File: config.mk
export PLATFORM = sky130hd
export DESIGN_NAME = sdram_command_decoder
export DESIGN_NICKNAME = d
export VERILOG_FILES = /design/src/shared/sdram_cmd_pkg.sv /design/src/shared/cmd_if.sv /design/src/rtl/sdram_command_decoder.sv /design/src/rtl/cmd_decode.sv /design/src/rtl/data_gate.sv
export SDC_FILE = /design/constraint.sdc
export NUM_CORES = 1
export LEC_CHECK = 0
export CORE_AREA = 2 2 114 116
export DETAILED_ROUTE_END_ITERATION = 10
export DIE_AREA = 0 0 116 118
export DONT_BUFFER_PORTS = 1
export PLACE_DENSITY = 0.64
export SYNTH_ARGS = -nofsm -noshare
export SYNTH_HDL_FRONTEND = slang
export SYNTH_SLANG_ARGS = --single-unit
File: constraint.sdc
create_clock -name clk -period 2.45 [get_ports clk]
set_clock_uncertainty 0.15 [all_clocks]
set_input_delay 0.245 -clock clk [delete_from_list [all_inputs] [get_ports clk]]
set_output_delay 0.245 -clock clk [all_outputs]
set_load 0.005 [all_outputs]
File: src/shared/sdram_cmd_pkg.sv
/*
  Constants and types shared by the command decoder and its helpers.
  Assumes a single 10 MHz clock domain and a synchronous reset.
*/
package sdram_cmd_pkg;

  // ----------------------------------------------------------------
  // Widths and geometry
  // ----------------------------------------------------------------
  localparam int ADDR_W = 12;
  localparam int COL_W = 9;
  localparam int BANK_W = 2;
  localparam int NUM_BANKS = 4;
  localparam int DATA_W = 16;
  localparam int BYTE_W = 8;
  localparam int SCOPE_BIT = 10;
  localparam int BURST_CNT_W = 9;

  // ----------------------------------------------------------------
  // Mode word fields and reset values
  // ----------------------------------------------------------------
  localparam int BL_LSB = 0;
  localparam int BL_MSB = 2;
  localparam logic [ADDR_W-1:0] MODE_RST = 12'h000;
  localparam logic [2:0] BL_1 = 3'h0;
  localparam logic [2:0] BL_2 = 3'h1;
  localparam logic [2:0] BL_4 = 3'h2;
  localparam logic [2:0] BL_8 = 3'h3;
  localparam logic [2:0] BL_PAGE = 3'h7;
  localparam logic [BURST_CNT_W-1:0] BURST_CNT_RST = 9'h000;
  localparam logic [NUM_BANKS-1:0] BANKS_IDLE = 4'h0;

  // ----------------------------------------------------------------
  // Types
  // ----------------------------------------------------------------
  typedef enum logic [3:0] {
    CMD_NONE,
    CMD_OPEN_ROW,
    CMD_CLOSE_BANK,
    CMD_CLOSE_ALL,
    CMD_WRITE,
    CMD_READ,
    CMD_MODE_SET,
    CMD_REFRESH,
    CMD_SLEEP_ENTRY,
    CMD_BURST_STOP
  } cmd_e;

  typedef enum logic [1:0] {
    PWR_RUN,
    PWR_SUSPEND,
    PWR_POWER_DOWN,
    PWR_SLEEP
  } pwr_e;

endpackage

File: src/shared/cmd_if.sv
/*
  Carrier between the decoder top and its decode and data helpers.
  Assumes all signals live on the decoder's single clock.
*/
`timescale 1ns/1ps
interface cmd_if;
  import sdram_cmd_pkg::*;

  cmd_e cmd;
  logic autoPre;
  logic [BANK_W-1:0] bank;
  logic [ADDR_W-1:0] addr;
  logic nop;
  logic bankOpen;
  logic inBurst;
  logic isWrite;
  logic [1:0] byteMask;

  modport decoder (output cmd, output autoPre, output bank, output addr,
    output nop, input bankOpen);
  modport top (input cmd, input autoPre, input bank, input addr,
    input nop, output bankOpen, output inBurst, output isWrite,
    output byteMask);
  modport data (input inBurst, input isWrite, input byteMask);
endinterface

File: src/rtl/sdram_command_decoder.sv
/*
  Command front end of a four-bank 16-bit synchronous DRAM: samples the
  command pins, tracks bank, burst and power state, gates the data lines.
  Assumes the controller meets setup and hold at each rising clk edge.
*/
// ------------------------------------------------------------------
// ------------------------------------------------------------------
`timescale 1ns/1ps
module sdram_command_decoder
  import sdram_cmd_pkg::*;
(
  // Clock and reset
  input wire logic clk,
  input wire logic sys_rst,
  // Command pins
  input wire logic selectN,
  input wire logic rowStrobeN,
  input wire logic colStrobeN,
  input wire logic writeSelectN,
  input wire logic clock_gate_now,
  input wire logic [BANK_W-1:0] bank_select,
  input wire logic [ADDR_W-1:0] address_lines,
  input wire logic low_byte_mask,
  input wire logic high_byte_mask,
  // Data lines, split into three signals
  input wire logic [DATA_W-1:0] data_lines_in,
  output logic [DATA_W-1:0] data_lines_out,
  output logic [DATA_W-1:0] data_lines_oe,
  // Core array side
  input wire logic [DATA_W-1:0] readData,
  output logic [DATA_W-1:0] writeData,
  output logic [1:0] writeLaneEn,
  output logic [COL_W-1:0] column,
  output logic [BANK_W-1:0] accessBank,
  output logic [ADDR_W-1:0] rowAddr,
  output logic rowOpenPulse,
  output logic refreshPulse,
  // Status
  output logic [NUM_BANKS-1:0] bankActive,
  output logic [ADDR_W-1:0] modeWord,
  output logic burstBusy,
  output logic autoPrePending,
  output pwr_e powerState
);

  // ----------------------------------------------------------------
  // Pin synchronisers
  // ----------------------------------------------------------------
  localparam int PIN_W = 4 + 1 + BANK_W + ADDR_W + 2 + DATA_W;
  logic [PIN_W-1:0] pinMetaQ, pinQ, pinD;

  always_comb begin
    pinD = {selectN, rowStrobeN, colStrobeN, writeSelectN, clock_gate_now,
      bank_select, address_lines, high_byte_mask, low_byte_mask,
      data_lines_in};
  end

  always_ff @(posedge clk) begin
    if (sys_rst) begin
      pinMetaQ <= {4'hF, {(PIN_W-4){1'b0}}};
      pinQ <= {4'hF, {(PIN_W-4){1'b0}}};
    end else begin
      pinMetaQ <= pinD;
      pinQ <= pinMetaQ;
    end
  end

  logic sSel, sRas, sCas, sWe, gateNow;
  logic [BANK_W-1:0] sBank;
  logic [ADDR_W-1:0] sAddr;
  logic [1:0] sMask;
  logic [DATA_W-1:0] sData;

  always_comb begin
    {sSel, sRas, sCas, sWe, gateNow, sBank, sAddr, sMask, sData} = pinQ;
  end

  // ----------------------------------------------------------------
  // Decode
  // ----------------------------------------------------------------
  cmd_if cmdBus();

  cmd_decode u_cmd_decode (
    .selectN(sSel),
    .rowStrobeN(sRas),
    .colStrobeN(sCas),
    .writeSelectN(sWe),
    .clockGateNow(gateNow),
    .bankSelect(sBank),
    .addressLines(sAddr),
    .cmdBus(cmdBus.decoder)
  );

  // ----------------------------------------------------------------
  // State
  // ----------------------------------------------------------------
  logic gatePrevQ, gatePrevD;
  logic [NUM_BANKS-1:0] bankQ, bankD;
  logic [ADDR_W-1:0] modeQ, modeD;
  logic [BURST_CNT_W-1:0] burstQ, burstD;
  logic wrQ, wrD, apQ, apD;
  logic [BANK_W-1:0] apBankQ, apBankD, accBankQ, accBankD;
  logic [COL_W-1:0] colQ, colD;
  logic [ADDR_W-1:0] rowQ, rowD;
  logic openQ, openD, refQ, refD;
  pwr_e pwrQ, pwrD;
  logic cmdOk, allIdle, running;
  logic [BURST_CNT_W-1:0] burstLen;

  assign cmdBus.bankOpen = bankQ[cmdBus.bank];

  always_comb begin
    case (modeQ[BL_MSB:BL_LSB])
      BL_1: burstLen = 9'h001;
      BL_2: burstLen = 9'h002;
      BL_4: burstLen = 9'h004;
      BL_8: burstLen = 9'h008;
      default: burstLen = 9'h1FF;
    endcase
  end

  always_comb begin
    running = (pwrQ == PWR_RUN);
    allIdle = (bankQ == BANKS_IDLE);
    cmdOk = running && gatePrevQ;
    gatePrevD = gateNow;
    bankD = bankQ;
    modeD = modeQ;
    burstD = burstQ;
    wrD = wrQ;
    apD = apQ;
    apBankD = apBankQ;
    accBankD = accBankQ;
    colD = colQ;
    rowD = rowQ;
    openD = 1'b0;
    refD = 1'b0;
    pwrD = pwrQ;
    // Burst advances only while the internal clock runs
    if (running && gatePrevQ && burstQ != BURST_CNT_RST) begin
      if (modeQ[BL_MSB:BL_LSB] != BL_PAGE) begin
        burstD = burstQ - 9'h001;
      end
      colD = colQ + 9'h001;
      if (burstQ == 9'h001 && apQ) begin
        bankD[apBankQ] = 1'b0;
        apD = 1'b0;
      end
    end
    if (cmdOk) begin
      case (cmdBus.cmd)
        CMD_OPEN_ROW: begin
          bankD[cmdBus.bank] = 1'b1;
          rowD = cmdBus.addr;
          accBankD = cmdBus.bank;
          openD = 1'b1;
        end
        CMD_CLOSE_BANK: begin
          bankD[cmdBus.bank] = 1'b0;
          if (accBankQ == cmdBus.bank) begin
            burstD = BURST_CNT_RST;
          end
        end
        CMD_CLOSE_ALL: begin
          bankD = BANKS_IDLE;
          burstD = BURST_CNT_RST;
        end
        CMD_WRITE, CMD_READ: begin
          if (cmdBus.bankOpen) begin
            wrD = (cmdBus.cmd == CMD_WRITE);
            colD = cmdBus.addr[COL_W-1:0];
            accBankD = cmdBus.bank;
            burstD = burstLen;
            // Full page ignores auto-precharge
            apD = cmdBus.autoPre && modeQ[BL_MSB:BL_LSB] != BL_PAGE;
            apBankD = cmdBus.bank;
          end
        end
        CMD_MODE_SET: begin
          if (allIdle && burstQ == BURST_CNT_RST) begin
            modeD = cmdBus.addr;
          end
        end
        CMD_REFRESH: begin
          refD = allIdle;
        end
        CMD_SLEEP_ENTRY: begin
          if (allIdle) begin
            pwrD = PWR_SLEEP;
          end
        end
        CMD_BURST_STOP: begin
          burstD = BURST_CNT_RST;
          apD = 1'b0;
        end
        default: begin
        end
      endcase
    end
    // Clock-gate driven entries and exits
    case (pwrQ)
      PWR_RUN: begin
        if (gatePrevQ && !gateNow && pwrD == PWR_RUN) begin
          if (burstQ != BURST_CNT_RST) begin
            pwrD = PWR_SUSPEND;
          end else if (cmdBus.nop) begin
            pwrD = PWR_POWER_DOWN;
          end else if (!allIdle) begin
            pwrD = PWR_SUSPEND;
          end
        end
      end
      PWR_SUSPEND: begin
        if (!gatePrevQ && gateNow) begin
          pwrD = PWR_RUN;
        end
      end
      PWR_POWER_DOWN, PWR_SLEEP: begin
        if (!gatePrevQ && gateNow && cmdBus.nop) begin
          pwrD = PWR_RUN;
        end
      end
      default: pwrD = PWR_RUN;
    endcase
  end

  always_ff @(posedge clk) begin
    if (sys_rst) begin
      gatePrevQ <= 1'b0;
      bankQ <= BANKS_IDLE;
      modeQ <= MODE_RST;
      burstQ <= BURST_CNT_RST;
      wrQ <= 1'b0;
      apQ <= 1'b0;
      apBankQ <= 2'h0;
      accBankQ <= 2'h0;
      colQ <= 9'h000;
      rowQ <= 12'h000;
      openQ <= 1'b0;
      refQ <= 1'b0;
      pwrQ <= PWR_RUN;
    end else begin
      gatePrevQ <= gatePrevD;
      bankQ <= bankD;
      modeQ <= modeD;
      burstQ <= burstD;
      wrQ <= wrD;
      apQ <= apD;
      apBankQ <= apBankD;
      accBankQ <= accBankD;
      colQ <= colD;
      rowQ <= rowD;
      openQ <= openD;
      refQ <= refD;
      pwrQ <= pwrD;
    end
  end

  // ----------------------------------------------------------------
  // Data lines
  // ----------------------------------------------------------------
  assign cmdBus.inBurst = (burstQ != BURST_CNT_RST) && running;
  assign cmdBus.isWrite = wrQ;
  assign cmdBus.byteMask = sMask;

  data_gate u_data_gate (
    .clk(clk),
    .sys_rst(sys_rst),
    .ctl(cmdBus.data),
    .dataIn(sData),
    .readData(readData),
    .dataOut(data_lines_out),
    .dataOe(data_lines_oe),
    .writeData(writeData),
    .writeLaneEn(writeLaneEn)
  );

  assign bankActive = bankQ;
  assign modeWord = modeQ;
  assign burstBusy = burstQ != BURST_CNT_RST;
  assign autoPrePending = apQ;
  assign powerState = pwrQ;
  assign column = colQ;
  assign accessBank = accBankQ;
  assign rowAddr = rowQ;
  assign rowOpenPulse = openQ;
  assign refreshPulse = refQ;

  // ----------------------------------------------------------------
  // Checks
  // ----------------------------------------------------------------
  open_row_a: assert property (@(posedge clk) disable iff (sys_rst)
    cmdOk && cmdBus.cmd == CMD_OPEN_ROW |=> bankActive[$past(sBank)]
    && rowOpenPulse)
    else $error("Activate did not open bank");
  close_all_a: assert property (@(posedge clk) disable iff (sys_rst)
    cmdOk && cmdBus.cmd == CMD_CLOSE_ALL |=> bankActive == 4'h0)
    else $error("Precharge all left a bank open");
  mode_idle_a: assert property (@(posedge clk) disable iff (sys_rst)
    !allIdle |=> modeWord == $past(modeWord))
    else $error("Mode changed while a bank was active");
  gate_prev_a: assert property (@(posedge clk) disable iff (sys_rst)
    !gatePrevQ && pwrQ == PWR_RUN
    |=> bankActive == $past(bankActive))
    else $error("Command taken with gate low before");
  refresh_kind_a: assert property (@(posedge clk) disable iff (sys_rst)
    refreshPulse |-> $past(gateNow) && powerState == PWR_RUN)
    else $error("Auto refresh with gate low");
  stop_burst_a: assert property (@(posedge clk) disable iff (sys_rst)
    cmdOk && cmdBus.cmd == CMD_BURST_STOP |=> !burstBusy)
    else $error("Burst stop ignored");
  suspend_exit_a: assert property (@(posedge clk) disable iff (sys_rst)
    pwrQ == PWR_SUSPEND && !gatePrevQ && gateNow
    |=> powerState == PWR_RUN)
    else $error("Suspend not left on gate rise");
  no_pd_burst_a: assert property (@(posedge clk) disable iff (sys_rst)
    burstBusy && pwrQ == PWR_RUN && gatePrevQ && !gateNow
    |=> powerState == PWR_SUSPEND)
    else $error("Power-down entered in a burst");

endmodule

File: src/rtl/cmd_decode.sv
/*
  Combinational truth-table decoder for one sampled command edge.
  Assumes inputs are already registered on clk.
*/
`timescale 1ns/1ps
module cmd_decode
  import sdram_cmd_pkg::*;
(
  // Sampled pins
  input wire logic selectN,
  input wire logic rowStrobeN,
  input wire logic colStrobeN,
  input wire logic writeSelectN,
  input wire logic clockGateNow,
  input wire logic [BANK_W-1:0] bankSelect,
  input wire logic [ADDR_W-1:0] addressLines,
  // To top
  cmd_if.decoder cmdBus
);

  always_comb begin
    cmdBus.cmd = CMD_NONE;
    cmdBus.autoPre = addressLines[SCOPE_BIT];
    cmdBus.bank = bankSelect;
    cmdBus.addr = addressLines;
    cmdBus.nop = selectN || (rowStrobeN && colStrobeN && writeSelectN);
    if (!selectN) begin
      case ({rowStrobeN, colStrobeN, writeSelectN})
        3'b011: cmdBus.cmd = CMD_OPEN_ROW;
        3'b010: cmdBus.cmd = addressLines[SCOPE_BIT] ? CMD_CLOSE_ALL
          : CMD_CLOSE_BANK;
        3'b100: cmdBus.cmd = CMD_WRITE;
        3'b101: cmdBus.cmd = CMD_READ;
        3'b000: cmdBus.cmd = CMD_MODE_SET;
        3'b001: cmdBus.cmd = clockGateNow ? CMD_REFRESH
          : CMD_SLEEP_ENTRY;
        3'b110: cmdBus.cmd = CMD_BURST_STOP;
        default: cmdBus.cmd = CMD_NONE;
      endcase
    end
  end

endmodule

File: src/rtl/data_gate.sv
/*
  Byte-lane gating of the data lines.
  Assumes write data and mask are registered on clk by the top.
*/
`timescale 1ns/1ps
module data_gate
  import sdram_cmd_pkg::*;
(
  // Clock and reset
  input wire logic clk,
  input wire logic sys_rst,
  // Control
  cmd_if.data ctl,
  // Data
  input wire logic [DATA_W-1:0] dataIn,
  input wire logic [DATA_W-1:0] readData,
  output logic [DATA_W-1:0] dataOut,
  output logic [DATA_W-1:0] dataOe,
  output logic [DATA_W-1:0] writeData,
  output logic [1:0] writeLaneEn
);

  logic [DATA_W-1:0] outQ, outD, oeQ, oeD, wrQ, wrD;
  logic [1:0] wenQ, wenD;

  genvar g;
  generate
    for (g = 0; g < 2; g++) begin : gLane
      always_comb begin
        // Mask low lets the lane through, high drops it
        oeD[g*BYTE_W +: BYTE_W] = {BYTE_W{ctl.inBurst && !ctl.isWrite
          && !ctl.byteMask[g]}};
        outD[g*BYTE_W +: BYTE_W] = readData[g*BYTE_W +: BYTE_W];
        wenD[g] = ctl.inBurst && ctl.isWrite && !ctl.byteMask[g];
        wrD[g*BYTE_W +: BYTE_W] = dataIn[g*BYTE_W +: BYTE_W];
      end
    end
  endgenerate

  always_ff @(posedge clk) begin
    if (sys_rst) begin
      outQ <= '0;
      oeQ <= '0;
      wrQ <= '0;
      wenQ <= 2'h0;
    end else begin
      outQ <= outD;
      oeQ <= oeD;
      wrQ <= wrD;
      wenQ <= wenD;
    end
  end

  assign dataOut = outQ;
  assign dataOe = oeQ;
  assign writeData = wrQ;
  assign writeLaneEn = wenQ;

  dataoe_mask_a: assert property (@(posedge clk) disable iff (sys_rst)
    ctl.byteMask[0] |=> !dataOe[0])
    else $error("Low lane driven while masked");
  write_mask_a: assert property (@(posedge clk) disable iff (sys_rst)
    ctl.byteMask[1] |=> !writeLaneEn[1])
    else $error("High lane written while masked");

endmodule

# --- Yosys cells after proc, flatten, opt, wreduce, memory -nomap -nowiden ---
# Index checks and enable logic that the tools add are counted.
op_classes:
  addsub: 2
  order_cmp: 4
  n_eq_ne: 25
  mux: 43
  n_bitwise: 7
  n_reduce_logical: 43
ops:
  columns: ["op", "count"]
  rows:
  - ["9-bit two-way mux", 9]
  - ["9-bit one-hot mux with 4 select lines", 1]
  - ["4-bit one-hot mux with 7 select lines", 1]
  - ["9-bit one-hot mux with 3 select lines", 1]
  - ["1-bit logical AND", 20]
  - ["2-bit two-way mux", 10]
  - ["4-bit two-way mux", 5]
  - ["4-bit by 3-bit == test with 1-bit output, second input constant", 4]
  - ["3-bit by 2-bit == test with 1-bit output, second input constant", 4]
  - ["4-bit one-hot mux with 3 select lines", 1]
  - ["9-bit by 1-bit adder with 9-bit output, second input constant", 1]
  - ["3-bit == test, second input constant", 3]
  - ["9-bit by 1-bit == test with 1-bit output, second input constant", 1]
  - ["9-bit zero test", 1]
  - ["1-bit two-way mux", 9]
  - ["3-bit AND reduction", 3]
  - ["9-bit nonzero test", 1]
  - ["9-bit by 1-bit subtractor with 9-bit output, second input constant", 1]
  - ["4-bit bitwise AND", 2]
  - ["4-bit by 2-bit == test with 1-bit output, second input constant", 2]
  - ["4-bit == test, second input constant", 2]
  - ["4-bit inverter", 2]
  - ["2-bit OR reduction", 4]
  - ["3-bit by 1-bit == test with 1-bit output, second input constant", 2]
  - ["other kinds (23)", 34]
totals:
  regBits: 174
  output_inout_bits: 95
  elab_cells: 143

# --- Logic depth before layout (Yosys ltp) ---
depth:
  word_depth: 11
  depth_mapped: 9

# --- Cells and area by module ---
# Synthesis repeated with hierarchy kept, for this count alone.
unflattened:
  cells_unflattened: 600
  area_unflattened_um2: 6173.4
by_module_without_submodules:
  columns: ["mod", "instances", "cells_per_inst", "area_each_um2", "seq_area_each_um2"]
  rows:
  - ["sdram_command_decoder", 1, 483, 4870.9, 2622.5]
  - ["data_gate", 1, 89, 1099.8, 720.7]
  - ["cmd_decode", 1, 28, 202.7, 0.0]

# --- Least setup slack after synthesis ---
# Ideal clock, no wire load.
synth_path:
  path_type: "reg-to-reg"
  startpoint: "reg burstQ[0]"
  endpoint: "reg colQ[7] (netlist: column[7])"
  setup_time_ns: 0.091
  arrival_time_ns: 1.861
  required_ns: 2.209
  slack_ns: 0.348
  stages_incl_launch_ff: 8
  n_path_buf: 1
  path_cell_list: "dfxtp_1 inv_1 ha_1 nor4b_1 buf_2 a211o_1 or3_1 a311oi_1"
synth_between:
  elab_chain_cells: 6
synth_lines:
  columns: ["item", "line_no", "text"]
  rows:
  - ["start: declaration", "sdram_command_decoder.sv:100", "logic [BURST_CNT_W-1:0] burstQ, burstD;"]
  - ["start signal: assignment", "sdram_command_decoder.sv:246", "burstQ <= burstD;"]
  - ["9-bit nonzero test (*)", "sdram_command_decoder.sv:140", "if (running && gatePrevQ && burstQ != BURST_CNT_RST) begin"]
  - ["1-bit logical AND (*)", "sdram_command_decoder.sv:140", null]
  - ["9-bit two-way mux (*)", "sdram_command_decoder.sv:140", null]
  - ["9-bit two-way mux", "sdram_command_decoder.sv:169", "if (cmdBus.bankOpen) begin"]
  - ["9-bit two-way mux", "sdram_command_decoder.sv:151", "case (cmdBus.cmd)"]
  - ["9-bit two-way mux (*)", "sdram_command_decoder.sv:150", "if (cmdOk) begin"]
  - ["end signal: assignment", "sdram_command_decoder.sv:251", "colQ <= colD;"]
  - ["end: declaration", "sdram_command_decoder.sv:103", "logic [COL_W-1:0] colQ, colD;"]
# Every way passes the cells marked *; elsewhere a longest branch is shown, timed or not.
# A chain may end at the register's enable or synchronous reset.

# --- Worst setup path in the final report ---
layout_path:
  startpoint: "reg pinQ[30]"
  endpoint: "reg apQ (netlist: autoPrePending)"
layout_between:
  elab_chain_cells: 5
layout_lines:
  columns: ["item", "line_no", "text"]
  rows:
  - ["start: declaration", "sdram_command_decoder.sv:50", "logic [PIN_W-1:0] pinMetaQ, pinQ, pinD;"]
  - ["start signal: assignment", "sdram_command_decoder.sv:61", "pinQ <= {4'hF, {(PIN_W-4){1'b0}}};"]
  - ["start signal: assignment", "sdram_command_decoder.sv:64", "pinQ <= pinMetaQ;"]
  - ["1-bit binary-select mux with 2-bit select", "sdram_command_decoder.sv:110", "assign cmdBus.bankOpen = bankQ[cmdBus.bank];"]
  - ["1-bit two-way mux (not written as such)", "sdram_command_decoder.sv:110", null]
  - ["1-bit two-way mux", "sdram_command_decoder.sv:169", null]
  - ["1-bit one-hot mux with 2 select lines", "sdram_command_decoder.sv:151", null]
  - ["1-bit two-way mux", "sdram_command_decoder.sv:150", null]
  - ["end signal: assignment", "sdram_command_decoder.sv:248", "apQ <= apD;"]
  - ["end: declaration", "sdram_command_decoder.sv:101", "logic wrQ, wrD, apQ, apD;"]
# Every way passes these cells. The select of a mux whose other input is x is not followed.

==> flow_metrics.env <==
export IMPL_grt_pass1_vias=4415
export IMPL_rr_worst_depth=6
export IMPL_slew_headroom_pct=47.8
export IMPL_grt_pass1_wl_um=22400
export IMPL_hp_class="in2reg"
export IMPL_drive_gt1_share_pct=10.7
export IMPL_status="completed"
export IMPL_place_hpwl_um=8800
export IMPL_cts_max_path_buffers=2
export IMPL_power_total_w=0.00593
export IMPL_vias_per_cell=5.38
export IMPL_cts_sinks=167
export IMPL_critPathMaxStageDelay_ns=0.59
export IMPL_initial_core_util_pct=49.0
export IMPL_clkLatencyLatePin_ns=0.42
export IMPL_drtIter0Drc=246
export IMPL_clkPwrFrac_pct=48.3
export IMPL_power_switching_w=0.00116
export IMPL_wl_um=13900
export IMPL_vias=4499
export IMPL_setup_viol=0
export IMPL_startpoint_type="flop"
export IMPL_synth_edff_count=0
export IMPL_ant_nets=0
export IMPL_synth_cell_types=57
export IMPL_synth_cell_area_um2=6080
export IMPL_syn_inst=596
export IMPL_ys_async_sr_fraction_pct=0
export IMPL_worstMarginPinSlew_ns=0.763
export IMPL_io_buffer_count=0
export IMPL_crit_chain="mux4_2 -> nand3_1 -> buf_12 -> nand4_1 -> a21oi_1 -> dlygate4sd3_1"
export IMPL_die_h_um=118
export IMPL_n_antenna_cell=0
export IMPL_fill_cells=1022
export IMPL_maxCapViolCount=0
export IMPL_cp_max_fo=26
export IMPL_overflow=0
export IMPL_synthFlopType="dfxtp_1"
export IMPL_ys_ff_latch=167
export IMPL_slowest_stage="mux4_2"
export IMPL_antenna_found_initial=0
export IMPL_htree_levels=4
export IMPL_critPathBufInv=2
export IMPL_coreArea_um2=12400
export IMPL_pwr_density_cell_nw_per_um2=784
export IMPL_die_width_um=116
export IMPL_p_seq_share_pct=47.9
export IMPL_gp_congestion=0.967
export IMPL_final_setup_tns_ns=0
export IMPL_track_usage_pct=21.1
export IMPL_ys_seq_area_share_pct=54.9
export IMPL_hold_viol_final=0
export IMPL_dr_pass1_iters=5
export IMPL_synth_fp_nets=654
export IMPL_cp_arrival_ns=2.57
export IMPL_grt_setup_unrepaired="false"
export IMPL_clk_pin_slew_worst_paths_ns=0.06
export IMPL_fin_crit_sh_pct=96.0
export IMPL_die_area_um2=13700
export IMPL_critPathTopFamily="buffers and inverters"
export IMPL_cts_tree="yes"
export IMPL_grt_max_degree=113
export IMPL_p_leak_nw=2.79
export IMPL_r2r_end="autoPrePending"
export IMPL_io_pins=150
export IMPL_r2r_start="pinQ[30]"
export IMPL_required_ns=2.67
export IMPL_critical_path_startpoint="pinQ[30]"
export IMPL_cts_root_buf="clkbuf_16"
export IMPL_peakVddDrop_uv=538
export IMPL_pwr_share_comb_pct=3.8
export IMPL_drc_errors=0
export IMPL_fp_row_count=41
export IMPL_switching_share_pct=19.6
export IMPL_post_drt_wl_per_cell_um=16.6
export IMPL_cp_endpoint="autoPrePending"
export IMPL_fmax_mhz=425
export IMPL_r2r_slack_ns=0.1
export IMPL_crit_path_end_kind="flop"
export IMPL_p_int_w=0.00477
export IMPL_area_growth_syn_to_layout_pct=24.3
export IMPL_numCtsBuffers=17
export IMPL_nets=711
export IMPL_slew_viol_final=0
export IMPL_min_period_ns=2.35
export IMPL_critical_path_class="reg2reg"
export IMPL_synth_avg_cell_area_um2=10.2
export IMPL_cp_depth=6
export IMPL_ys_warn_count=0
[worst reg2reg max path, cell delays in order (launching register included)]
cell and delay, ns:
dfxtp_1 0.42, mux4_2 0.60, nand3_1 0.16, buf_12 0.18
nand4_1 0.11, a21oi_1 0.15, dlygate4sd3_1 0.55
[layer usage]
metal	vias up	global-route usage, %	routed length [um]
met5	-	0	0
met4	0	7.66	248
met3	21	7.98	1290
met2	166	34.8	6780
met1	2136	24.8	5540
li1	2176	-	-
[area by class of cell]
type                    instances  area [um2]  area share, %
multi-input cells             367        2430           32.1
repair buffers                 91         901           11.9
clock inverters                 6         138           1.82
inverters                       9        33.8          0.447
well taps                     172         215           2.84
flip-flops and latches        167        3340           44.2
clock buffers                  24         502           6.63
[power groups by stage]
stage                     sequential, W  combinational (W)  clock (W)
after floorplan                 0.00287           0.000131          0
after global placement          0.00289           0.000109          0
after detailed placement        0.00290           0.000113          0
after CTS                       0.00284           0.000224    0.00291
after global routing            0.00284           0.000249    0.00303
final                           0.00284           0.000227    0.00286
[registers in the layout, summed over array words and instances, names as in the netlist]
name                     flops
rowAddr                     12
pinMetaQ                    37
refreshPulse                 1
accessBank                   2
u_data_gate.writeData       16
gatePrevQ                    1
burstQ                       9
cmdBus.isWrite               1
column                       9
rowOpenPulse                 1
u_data_gate.dataOe           2
u_data_gate.dataOut         16
powerState                   2
pinQ                        37
u_data_gate.writeLaneEn      2
bankActive                   4
modeWord                    12
autoPrePending               1
apBankQ                      2
[cell usage after synthesis (2+ instances only)]
master / number / area (um2)
a2111oi_4: 2 / 55.1
nand3b_1: 3 / 22.5
o31ai_1: 15 / 113
a21oi_1: 25 / 125
nand4_1: 20 / 125
a211oi_1: 16 / 120
nand4b_1: 2 / 17.5
nor4b_1: 3 / 26.3
a211o_1: 2 / 17.5
inv_1: 8 / 30.0
buf_4: 14 / 105
nand2_1: 18 / 67.6
nor4_1: 5 / 31.3
xnor2_1: 9 / 78.8
buf_6: 3 / 33.8
mux2i_1: 13 / 130
or2_2: 9 / 56.3
or3b_2: 2 / 17.5
clkbuf_1: 26 / 97.6
buf_2: 9 / 45.0
nor2_1: 31 / 116
a22oi_1: 4 / 30.0
nor3b_1: 3 / 22.5
dfxtp_1: 167 / 3340
or3_1: 8 / 50.1
and3_1: 2 / 12.5
nor2b_1: 104 / 651
nor3_1: 2 / 10.0
a31oi_1: 5 / 31.3
o21a_1: 4 / 30.0
nand3_1: 12 / 60.1
or4_1: 3 / 22.5
and4_1: 2 / 17.5
a311oi_1: 3 / 26.3
o21ai_0: 18 / 90.1
ha_1: 3 / 37.5
[stage by stage]
stage,utilization [%],std cells,cell area [um2],hold slack (ns),setup slack [ns]
final,60.9,836,7560,0.0689,0.0981
after global placement,49.5,730,6150,0.178,0.130
after floorplan,-,596,6080,0.199,0.348
after global routing,60.9,836,7560,0.105,0.00359
after CTS,60.9,835,7550,0.0811,0.0385
after detailed placement,49.5,730,6150,0.176,0.198
[how the worst min path moves through the flow]
stage	end	cells past startpoint	startpoint
6_report	pinQ[5]	2	sys_rst
5_1_grt	u_data_gate.writeData[7]	2	sys_rst
4_1_cts	rowAddr[8]	2	sys_rst
3_5_place_dp	pinMetaQ[0]	1	sys_rst
3_3_place_gp	pinMetaQ[13]	1	sys_rst
2_1_floorplan	pinMetaQ[33]	1	writeSelectN
[timing repair]
item | 4_1_cts | 5_1_grt
resized for setup | 1 | 2
setup buffers | 0 | 1
pin swaps | 0 | 0
endpoints found under the hold margin | 162 | 0
hold buffers | 75 | 0
endpoints found under the setup margin | 1 | 2
[layout by cell type (no fill, tap or decap), drive strengths merged, types with 3 or more instances in the layout]
| master | n |
|---|---|
| dfxtp | 167 |
| nor2b | 104 |
| dlygate4sd3 | 74 |
| nor2 | 31 |
| a21oi | 25 |
| clkbuf | 24 |
| nand4 | 20 |
| o21ai | 18 |
| nand2 | 18 |
| a211oi | 17 |
| buf | 17 |
| o31ai | 15 |
| mux2i | 13 |
| nand3 | 12 |
| inv | 10 |
| or2 | 9 |
| xnor2 | 9 |
| or3 | 8 |
| nor4 | 6 |
| a31oi | 5 |
| o21a | 4 |
| a22oi | 4 |
| bufinv | 4 |
| nor3b | 4 |
| or4 | 3 |
| nand3b | 3 |
| a311oi | 3 |
| ha | 3 |
| or3b | 3 |
| nor4b | 3 |
| nor3 | 3 |
| a2111oi | 3 |
[cell families (layout without fill, tap and decap cells)]
| kind of cell | Yosys count | after routing | synth area share (%) |
|---|---|---|---|
| AO/OA/AOI/OAI | 103 | 103 | 11.9 |
| XOR/XNOR | 9 | 9 | 1.30 |
| adder cells (fa/ha/maj) | 3 | 3 | 0.617 |
| buffers and inverters | 62 | 130 | 5.24 |
| flip-flops | 167 | 167 | 54.9 |
| multiplexers | 15 | 15 | 2.69 |
| AND/OR/NAND/NOR | 237 | 237 | 23.3 |
Power figures use the tool's default switching activity.
